--- src/amprc_pkg.sv ---
// Package for the master page control register block.
// Assumes an 8-bit register port with byte offsets as printed.
package amprc_pkg;

    // ------------------------------------------------------------------
    // Register offsets
    // ------------------------------------------------------------------
    localparam logic [7:0] ADDR_INPUT_COUPLING   = 8'h4F;
    localparam logic [7:0] ADDR_SYSREF_CONTROL   = 8'h53;
    localparam logic [7:0] ADDR_SYSREF_MANUAL    = 8'h54;
    localparam logic [7:0] ADDR_POWERDOWN_CTRL   = 8'h55;
    localparam logic [7:0] ADDR_PERF_HIGH        = 8'h56;
    localparam logic [7:0] ADDR_OVERRANGE_OUT    = 8'h59;

    // ------------------------------------------------------------------
    // Field positions
    // ------------------------------------------------------------------
    localparam int BIT_INPUT_DC_BIAS     = 0;
    localparam int BIT_SYSREF_IGNORE     = 6;
    localparam int BIT_SYSREF_HIGH_CM    = 1;
    localparam int BIT_SYSREF_SOFT_LEVEL = 0;
    localparam int BIT_SYSREF_SOFT_DRIVE = 7;
    localparam int BIT_POWERDOWN_BY_REG  = 4;
    localparam int BIT_PERF_SETTING3     = 2;
    localparam int BIT_CHB_FAST_OVERRANGE_FLAG_OUT      = 7;
    localparam int BIT_ALWAYS_ONE        = 5;

    // ------------------------------------------------------------------
    // Reset values and bias selection
    // ------------------------------------------------------------------
    localparam logic [7:0] REG_RESET_VALUE = 8'h00;
    localparam logic       BIAS_LOW_600    = 1'b0;
    localparam logic       BIAS_HIGH_5K    = 1'b1;

endpackage : amprc_pkg

--- src/amprc_ctrl_bit.sv ---
// Single control bit with write capture and asynchronous reset.
// Assumes the register port strobes are synchronous to CLK_I.
`timescale 1ns/10ps
module amprc_ctrl_bit #(
    parameter logic RESET_VALUE = 1'b0
) (
    input  wire logic clk_i,
    input  wire logic resetn_i,
    input  wire logic wr_en_i,
    input  wire logic wr_bit_i,
    output logic      bit_o
);
    always_ff @(posedge clk_i or negedge resetn_i)
    begin
        if (!resetn_i)
            bit_o <= RESET_VALUE;
        else if (wr_en_i)
            bit_o <= wr_bit_i;
    end
endmodule : amprc_ctrl_bit

--- src/amprc_regs.sv ---
// Master page control registers: input bias, SYSREF control, register
// power-down, performance setting top bit and overrange output routing.
// Assumes a host master with one-cycle strobes and reads answered next cycle.
//
// Summary of operation
// - Dc-coupling bit selects high bias resistance
// - Ignore bit blocks the SYSREF input
// - Enables higher SYSREF common-mode input support
// - Manual SYSREF enable, resets disabled
// - Register power-down uses selected mask
// - Write-only bit routes channel B overrange out
// - Table select picks mask one or two
//
// Strobed register access was left to the implementer.
`timescale 1ns/10ps
module amprc_regs
    import amprc_pkg::*;
(
    input  wire logic       CLK_I,
    input  wire logic       RESETN_I,
    input  wire logic [7:0] ADDR_I,
    input  wire logic [7:0] WDATA_I,
    input  wire logic       WR_I,
    input  wire logic       RD_I,
    input  wire logic       SYSREF_I,
    input  wire logic       POWERDOWN_TABLE_SELECT_I,
    input  wire logic [7:0] POWERDOWN_MASK1_I,
    input  wire logic [7:0] POWERDOWN_MASK2_I,
    input  wire logic       FAST_OVERRANGE_FLAG_B_I,
    input  wire logic       SERIAL_DATA_I,
    output logic [7:0]      RDATA_O,
    output logic            INPUT_DC_BIAS_SELECT_O,
    output logic            SYSREF_HIGH_CM_ENABLE_O,
    output logic            SYSREF_O,
    output logic [7:0]      POWERDOWN_BLOCKS_O,
    output logic            PERFORMANCE_SETTING3_O,
    output logic            SERIAL_DATA_OUT_PIN_O
);
    import amprc_pkg::*;

    // ------------------------------------------------------------------
    // Address decode
    // ------------------------------------------------------------------
    // One exact-match helper keeps the write decodes identical, so a new
    // register cannot pick up a partly decoded address by mistake.
    function automatic logic wr_hit(
        input logic       strobe,
        input logic [7:0] addr,
        input logic [7:0] reg_addr
    );
        return strobe && (addr == reg_addr);
    endfunction : wr_hit

    wire wr_coupling = wr_hit(WR_I, ADDR_I, ADDR_INPUT_COUPLING);
    wire wr_sysref   = wr_hit(WR_I, ADDR_I, ADDR_SYSREF_CONTROL);
    wire wr_manual   = wr_hit(WR_I, ADDR_I, ADDR_SYSREF_MANUAL);
    wire wr_pdn      = wr_hit(WR_I, ADDR_I, ADDR_POWERDOWN_CTRL);
    wire wr_perf     = wr_hit(WR_I, ADDR_I, ADDR_PERF_HIGH);
    wire wr_ovr      = wr_hit(WR_I, ADDR_I, ADDR_OVERRANGE_OUT);

    // ------------------------------------------------------------------
    // Control bits
    // ------------------------------------------------------------------
    logic dc_bias_q, sysref_ignore_q, sysref_high_cm_q, sysref_level_q;
    logic sysref_drive_q, pdn_by_reg_q, perf3_q, chb_fast_overrange_flag_q, always_one_q;

    amprc_ctrl_bit u_dc_bias   (.clk_i(CLK_I), .resetn_i(RESETN_I), .wr_en_i(wr_coupling),
        .wr_bit_i(WDATA_I[BIT_INPUT_DC_BIAS]), .bit_o(dc_bias_q));
    amprc_ctrl_bit u_ignore    (.clk_i(CLK_I), .resetn_i(RESETN_I), .wr_en_i(wr_sysref),
        .wr_bit_i(WDATA_I[BIT_SYSREF_IGNORE]), .bit_o(sysref_ignore_q));
    amprc_ctrl_bit u_high_cm   (.clk_i(CLK_I), .resetn_i(RESETN_I), .wr_en_i(wr_sysref),
        .wr_bit_i(WDATA_I[BIT_SYSREF_HIGH_CM]), .bit_o(sysref_high_cm_q));
    amprc_ctrl_bit u_level     (.clk_i(CLK_I), .resetn_i(RESETN_I), .wr_en_i(wr_sysref),
        .wr_bit_i(WDATA_I[BIT_SYSREF_SOFT_LEVEL]), .bit_o(sysref_level_q));
    amprc_ctrl_bit u_drive     (.clk_i(CLK_I), .resetn_i(RESETN_I), .wr_en_i(wr_manual),
        .wr_bit_i(WDATA_I[BIT_SYSREF_SOFT_DRIVE]), .bit_o(sysref_drive_q));
    amprc_ctrl_bit u_pdn       (.clk_i(CLK_I), .resetn_i(RESETN_I), .wr_en_i(wr_pdn),
        .wr_bit_i(WDATA_I[BIT_POWERDOWN_BY_REG]), .bit_o(pdn_by_reg_q));
    amprc_ctrl_bit u_perf3     (.clk_i(CLK_I), .resetn_i(RESETN_I), .wr_en_i(wr_perf),
        .wr_bit_i(WDATA_I[BIT_PERF_SETTING3]), .bit_o(perf3_q));
    amprc_ctrl_bit u_chb_fast_overrange_flag  (.clk_i(CLK_I), .resetn_i(RESETN_I), .wr_en_i(wr_ovr),
        .wr_bit_i(WDATA_I[BIT_CHB_FAST_OVERRANGE_FLAG_OUT]), .bit_o(chb_fast_overrange_flag_q));
    amprc_ctrl_bit u_always1   (.clk_i(CLK_I), .resetn_i(RESETN_I), .wr_en_i(wr_ovr),
        .wr_bit_i(WDATA_I[BIT_ALWAYS_ONE]), .bit_o(always_one_q));

    // ------------------------------------------------------------------
    // Behaviour steered by the control bits
    // ------------------------------------------------------------------
    // Manual drive replaces the pin; the ignore bit then forces low so a
    // masked SYSREF can never produce an edge downstream.
    wire       sysref_src = sysref_drive_q ? sysref_level_q : SYSREF_I;
    wire       sysref_d   = sysref_ignore_q ? 1'b0 : sysref_src;
    wire [7:0] mask_sel   = POWERDOWN_TABLE_SELECT_I ? POWERDOWN_MASK2_I : POWERDOWN_MASK1_I;
    wire [7:0] pdn_d      = pdn_by_reg_q ? mask_sel : 8'h00;
    wire       serial_data_out_pin_d    = chb_fast_overrange_flag_q ? FAST_OVERRANGE_FLAG_B_I : SERIAL_DATA_I;
    wire       bias_d     = dc_bias_q ? BIAS_HIGH_5K : BIAS_LOW_600;

    // ------------------------------------------------------------------
    // Read mux: write-only bits and reserved bits read as zero.
    // ------------------------------------------------------------------
    logic [7:0] rdata_d;
    always_comb
    begin
        rdata_d = 8'h00;
        unique case (ADDR_I)
            ADDR_INPUT_COUPLING: rdata_d[BIT_INPUT_DC_BIAS] = dc_bias_q;
            ADDR_SYSREF_CONTROL:
            begin
                rdata_d[BIT_SYSREF_IGNORE]     = sysref_ignore_q;
                rdata_d[BIT_SYSREF_HIGH_CM]    = sysref_high_cm_q;
                rdata_d[BIT_SYSREF_SOFT_LEVEL] = sysref_level_q;
            end
            ADDR_SYSREF_MANUAL:  rdata_d[BIT_SYSREF_SOFT_DRIVE] = sysref_drive_q;
            ADDR_POWERDOWN_CTRL: rdata_d[BIT_POWERDOWN_BY_REG]  = pdn_by_reg_q;
            ADDR_OVERRANGE_OUT:  rdata_d[BIT_ALWAYS_ONE]        = always_one_q;
            default:             rdata_d = 8'h00;
        endcase
    end

    // ------------------------------------------------------------------
    // Read data
    // ------------------------------------------------------------------
    // Read data is forced to zero outside the answer cycle, so a host that
    // samples a cycle late sees zero instead of a stale byte.
    always_ff @(posedge CLK_I or negedge RESETN_I)
    begin
        if (!RESETN_I)
        begin
            RDATA_O <= REG_RESET_VALUE;
        end
        else
        begin
            RDATA_O <= RD_I ? rdata_d : 8'h00;
        end
    end

    // ------------------------------------------------------------------
    // Analog bias and SYSREF outputs
    // ------------------------------------------------------------------
    // Every control output is retimed once, which costs a cycle of latency
    // but keeps the pins free of decode glitches.
    always_ff @(posedge CLK_I or negedge RESETN_I)
    begin
        if (!RESETN_I)
        begin
            INPUT_DC_BIAS_SELECT_O <= BIAS_LOW_600;
        end
        else
        begin
            INPUT_DC_BIAS_SELECT_O <= bias_d;
        end
    end

    always_ff @(posedge CLK_I or negedge RESETN_I)
    begin
        if (!RESETN_I)
        begin
            SYSREF_HIGH_CM_ENABLE_O <= 1'b0;
        end
        else
        begin
            SYSREF_HIGH_CM_ENABLE_O <= sysref_high_cm_q;
        end
    end

    always_ff @(posedge CLK_I or negedge RESETN_I)
    begin
        if (!RESETN_I)
        begin
            SYSREF_O <= 1'b0;
        end
        else
        begin
            SYSREF_O <= sysref_d;
        end
    end

    // ------------------------------------------------------------------
    // Power-down and performance outputs
    // ------------------------------------------------------------------
    always_ff @(posedge CLK_I or negedge RESETN_I)
    begin
        if (!RESETN_I)
        begin
            POWERDOWN_BLOCKS_O <= 8'h00;
        end
        else
        begin
            POWERDOWN_BLOCKS_O <= pdn_d;
        end
    end

    always_ff @(posedge CLK_I or negedge RESETN_I)
    begin
        if (!RESETN_I)
        begin
            PERFORMANCE_SETTING3_O <= 1'b0;
        end
        else
        begin
            PERFORMANCE_SETTING3_O <= perf3_q;
        end
    end

    // ------------------------------------------------------------------
    // Serial data output pin
    // ------------------------------------------------------------------
    // The routed overrange flag is a level, so one cycle of delay on the
    // pin does not lose it; a pulse shorter than a clock would be missed.
    always_ff @(posedge CLK_I or negedge RESETN_I)
    begin
        if (!RESETN_I)
        begin
            SERIAL_DATA_OUT_PIN_O <= 1'b0;
        end
        else
        begin
            SERIAL_DATA_OUT_PIN_O <= serial_data_out_pin_d;
        end
    end
endmodule : amprc_regs

--- config.mk ---
export PLATFORM = sky130hd
export DESIGN_NAME = amprc_regs
export DESIGN_NICKNAME = d
export VERILOG_FILES = /design/src/amprc_pkg.sv /design/src/amprc_ctrl_bit.sv /design/src/amprc_regs.sv
export SDC_FILE = /design/constraint.sdc
export NUM_CORES = 1
export LEC_CHECK = 0
export BUFFER_PORTS_ARGS = -buffer_cell sky130_fd_sc_hd__buf_2
export CAP_MARGIN = 20
export CORE_MARGIN = 8
export CORE_UTILIZATION = 40
export CTS_CLUSTER_DIAMETER = 100
export DETAILED_ROUTE_END_ITERATION = 7
export GPL_TIMING_DRIVEN = 0
export PLACE_DENSITY_LB_ADDON = 0.25
export REMOVE_ABC_BUFFERS = 1
export SYNTH_ARGS = -nofsm -noshare
export SYNTH_HDL_FRONTEND = slang
export SYNTH_HIERARCHICAL = 1
export SYNTH_SLANG_ARGS = --single-unit
--- constraint.sdc ---
create_clock -name CLK_I -period 1.2 [get_ports CLK_I]
set_input_delay 0.18 -clock CLK_I [delete_from_list [all_inputs] [get_ports CLK_I]]
set_output_delay 0.18 -clock CLK_I [all_outputs]
set_load 0.02 [all_outputs]
==> reports/summary.txt <==
OUTCOME
--------------------------------------------------------------------------------
Result of the run                                                   complete, but fails checks
Violated checks                                                     setup timing

SYNTH
--------------------------------------------------------------------------------
Ranking of synthesized cells by area                                sky130_fd_sc_hd__dfrtp_1 (57%), sky130_fd_sc_hd__mux2_4 (11%), sky130_fd_sc_hd__mux2i_1 (7.4%)
Largest area contributor in the netlist                             sky130_fd_sc_hd__dfrtp_1
Average instance area after synthesis                                13.43 sq um
Dominant synthesized flop cell                                      sky130_fd_sc_hd__dfrtp_1
Synth async-reset ratio                                                   100.0%
Synth top area share                                                      57.32%
Flip-flop and latch count after synthesis                                     28
Synthesis Warnings                                                             6
Leading post-synthesis cells by instance count                      sky130_fd_sc_hd__dfrtp_1 (28), sky130_fd_sc_hd__mux2_4 (9), sky130_fd_sc_hd__mux2i_1 (9)
Post-synth design cell area                                         0.001222 sq mm
Library cells used by synthesis                                               22
Number of flops mapped to enable cells by yosys                                0
Part of the Yosys area used for sequential elements                       57.32%
Most common cell in the synthesized netlist                         sky130_fd_sc_hd__dfrtp_1
Cell count after synthesis                                                    91

FLOORPLANNING
--------------------------------------------------------------------------------
Die Area                                                            0.005081 sq mm
Number of cell rows                                                           20
Starting density of the core                                              41.05%
Die Y-Extent                                                            71.28 um
Floorplan die width                                                     71.28 um
Io pins                                                                       61
Placeable core area                                                 0.002978 sq mm

GRT
--------------------------------------------------------------------------------
Overflow left after global routing                                             0
Global Route Usage Sum                                                    11.49%
Via count of the first global-routing pass                                  1082
First-pass GRT wire length                                               4788 um
Maximum number of pins on one net before global-route repair                  29
Number of antenna violations at the first check in global routing              0

WORST SETUP PATH
--------------------------------------------------------------------------------
Cell family with the largest share of critical-path delay           simple AND/OR/NAND/NOR gates
Ordered cell list for the critical path                             buf_6, or4b_4, nor3_4, mux2_4
Beginning of the worst register-to-register path                    u_level/bit_o$_DFFE_PN0P_
Worst r2r path cells                                                           2
Crit path largest cell delay                                             0.55 ns
Buffers plus inverters on the worst setup path                                 1
Setup slack, reg-to-reg                                                  0.15 ns
Classification of the worst setup path                              input port to register
Worst Setup Start Kind                                                input port
Highest-delay cell along the critical path                          sky130_fd_sc_hd__or4b_4
R2R Path End                                                        RDATA_O[0]$_DFF_PN0_
Critical Path AT                                                         1.41 ns
Critical Path Sink Type                                                 register
Required time of the worst setup path                                    1.40 ns
Biggest fanout along the worst timing path                                     4

DRT
--------------------------------------------------------------------------------
Drt via density                                                            4.995
1st-iter DRT viols                                                            20
Number of nets with antenna violations after detailed routing                  0
Drt first pass iters                                                           3
Via count                                                                    914
Average routed wire per standard cell                                   15.37 um
# DRC                                                                          0
Routed wire length                                                       2812 um

FINAL LAYOUT
--------------------------------------------------------------------------------
Max FFs per register                                                           8
Largest registers in the final layout                               POWERDOWN_BLOCKS_O (8), RDATA_O (6)
Number of inserted filler cells in the final layout                          282
Final-stage net count                                                        192
Final instance area                                                 0.001617 sq mm
Syn-to-layout area delta                                                  32.24%
Number of antenna repair diodes                                                0
Share of cells above drive strength 1                                     50.67%
Final non-filler cell total                                                  183
Top register by number of flip-flops                                POWERDOWN_BLOCKS_O

PWR
--------------------------------------------------------------------------------
Internal Dissipation                                                    1.206 mW
Power per cell area                                                 976.5 mW/mm^2
Switching Power                                                        0.3726 mW
Total design power                                                      1.579 mW
Combinational share of power                                               14.9%
Leakage dissipation                                                    0.8561 nW
Switching portion of total power                                          23.60%
Part of the power in registers                                             62.7%
Worst VDD drop                                                       0.0003898 V
Clock network fraction of total power                                      22.4%

PLACED DESIGN
--------------------------------------------------------------------------------
Final estimated routing congestion in global placement                    0.7924
Placed cells                                                                 178
Placed inst area                                                    0.001529 sq mm
Number of buffer cells added on primary ports                                 57
HPWL after detailed placement                                            2233 um

CLOCK TREE
--------------------------------------------------------------------------------
Root buffer cell                                                    sky130_fd_sc_hd__clkbuf_4
Clock tree from TritonCTS                                                    yes
Num Clock Sinks                                                               28
CTS buffer count                                                               3
CTS clk-pin slew, worst paths                                            0.13 ns
Worst-Skew Late Latency                                                  0.31 ns
Level count of the clock H-tree                                                1
CTS max path bufs                                                              2

HOLD PATH
--------------------------------------------------------------------------------
Hold Crit Start                                                        ADDR_I[5]
Hold-critical path depth                                                       2
Worst hold path endpoint                                            RDATA_O[0]$_DFF_PN0_
HP Class                                                            input port to register

TIMING
--------------------------------------------------------------------------------
Final WS setup                                                      -0.001853 ns
Minimum hold slack                                                    0.03244 ns
Post-layout minimum cycle time                                          1.202 ns
Maximum frequency from static timing analysis                          832.0 MHz
Hold violation total from the final report                                     0
Setup violators final                                                          2
RSZ-0062 raised after global routing                                         yes
Clock tree skew after final layout                                   0.005976 ns
Max-slew violation count                                                       0
Actual transition at the worst max-transition pin                      0.5991 ns
Share of the cycle needed by the critical path after routing              100.2%
Relative slew slack                                                       60.06%

RUN
--------------------------------------------------------------------------------
Max-cap violations                                                             0

==> worst max-delay path by stage <==
stage | start | cells past startpoint | to | slack (ns)
final | ADDR_I[5] | 4 | u_level/bit_o$_DFFE_PN0P_ | -0.002
after global routing | u_level/bit_o$_DFFE_PN0P_ | 2 | RDATA_O[0]$_DFF_PN0_ | -0.002
after CTS | ADDR_I[5] | 4 | u_level/bit_o$_DFFE_PN0P_ | 0.01
after detailed placement | ADDR_I[5] | 4 | u_level/bit_o$_DFFE_PN0P_ | -0.67
after global placement | ADDR_I[5] | 4 | u_high_cm/bit_o$_DFFE_PN0P_ | -0.62
after floorplan | ADDR_I[5] | 3 | u_high_cm/bit_o$_DFFE_PN0P_ | -0.37
==> logic make-up (layout without fill, tap and decap cells) <==
kind of cell,count (synthesis),in the layout,synth area share (%)
other,1,2,0.3068
flip-flops,28,28,57.32
AO/OA/AOI/OAI,1,1,0.7166
AND/OR/NAND/NOR,34,34,19.14
multiplexers,19,19,19.35
buffers and inverters,8,66,3.172
==> area by class of cell <==
| class | count | area (sq um) | share of cell area, % |
|---|---|---|---|
| Sequential cell | 28 | 700.7 | 43.34 |
| Multi-Input combinational cell | 56 | 521.8 | 32.28 |
| Timing Repair Buffer | 59 | 315.3 | 19.50 |
| Tap cell | 33 | 41.29 | 2.554 |
| Clock buffer | 3 | 22.52 | 1.393 |
| Inverter | 4 | 15.01 | 0.9288 |
==> metal layers <==
metal | routed length [um] | vias up | global-route usage, % | share of wire (%)
met4 | 20 | 0 | 4.157 | 0.71
li1 | - | 440 | - | -
met3 | 357 | 2 | 5.718 | 13
met5 | 0 | - | 0 | 0
met1 | 1119 | 431 | 12.10 | 40
met2 | 1315 | 41 | 19.29 | 47
==> metrics by stage <==
stage	setup TNS (ns)	setup WS [ns]	utilization, %
after global routing	-0.002213	-0.002213	54.29
after CTS	0	0.01082	53.66
after floorplan	-1.420	-0.3677	-
after detailed placement	-3.671	-0.6747	51.34
final	-0.003334	-0.001853	54.29
after global placement	-3.510	-0.6246	51.34
==> cells in the final DEF (no fill, tap or decap), drive strengths merged, types with 2 or more instances in the layout <==
cell type,Yosys,routed
buf,3,58
clkbuf,1,3
conb,1,2
dfrtp,28,28
inv,4,4
mux2,10,10
mux2i,9,9
nand3b,3,3
nand4b,4,4
nand4bb,2,2
nor2b,8,8
nor3,7,7
nor4,4,4
==> repair_timing <==
item,CTS,global route
hold buffers,1,0
hold endpoints to repair,28,0
setup buffers,1,0
setup endpoints to repair,5,4
resized for setup,7,4
==> power by group through the flow <==
| stage | registers, mW | logic [mW] | clock network (mW) |
|---|---|---|---|
| final | 0.990 | 0.235 | 0.354 |
| after global placement | 1.01 | 0.216 | 0 |
| after CTS | 0.991 | 0.234 | 0.389 |
| after global routing | 0.995 | 0.261 | 0.426 |
| after detailed placement | 1.01 | 0.223 | 0 |
| after floorplan | 1.02 | 0.0783 | 0 |
No activity file was read; power rests on OpenSTA's default activity.
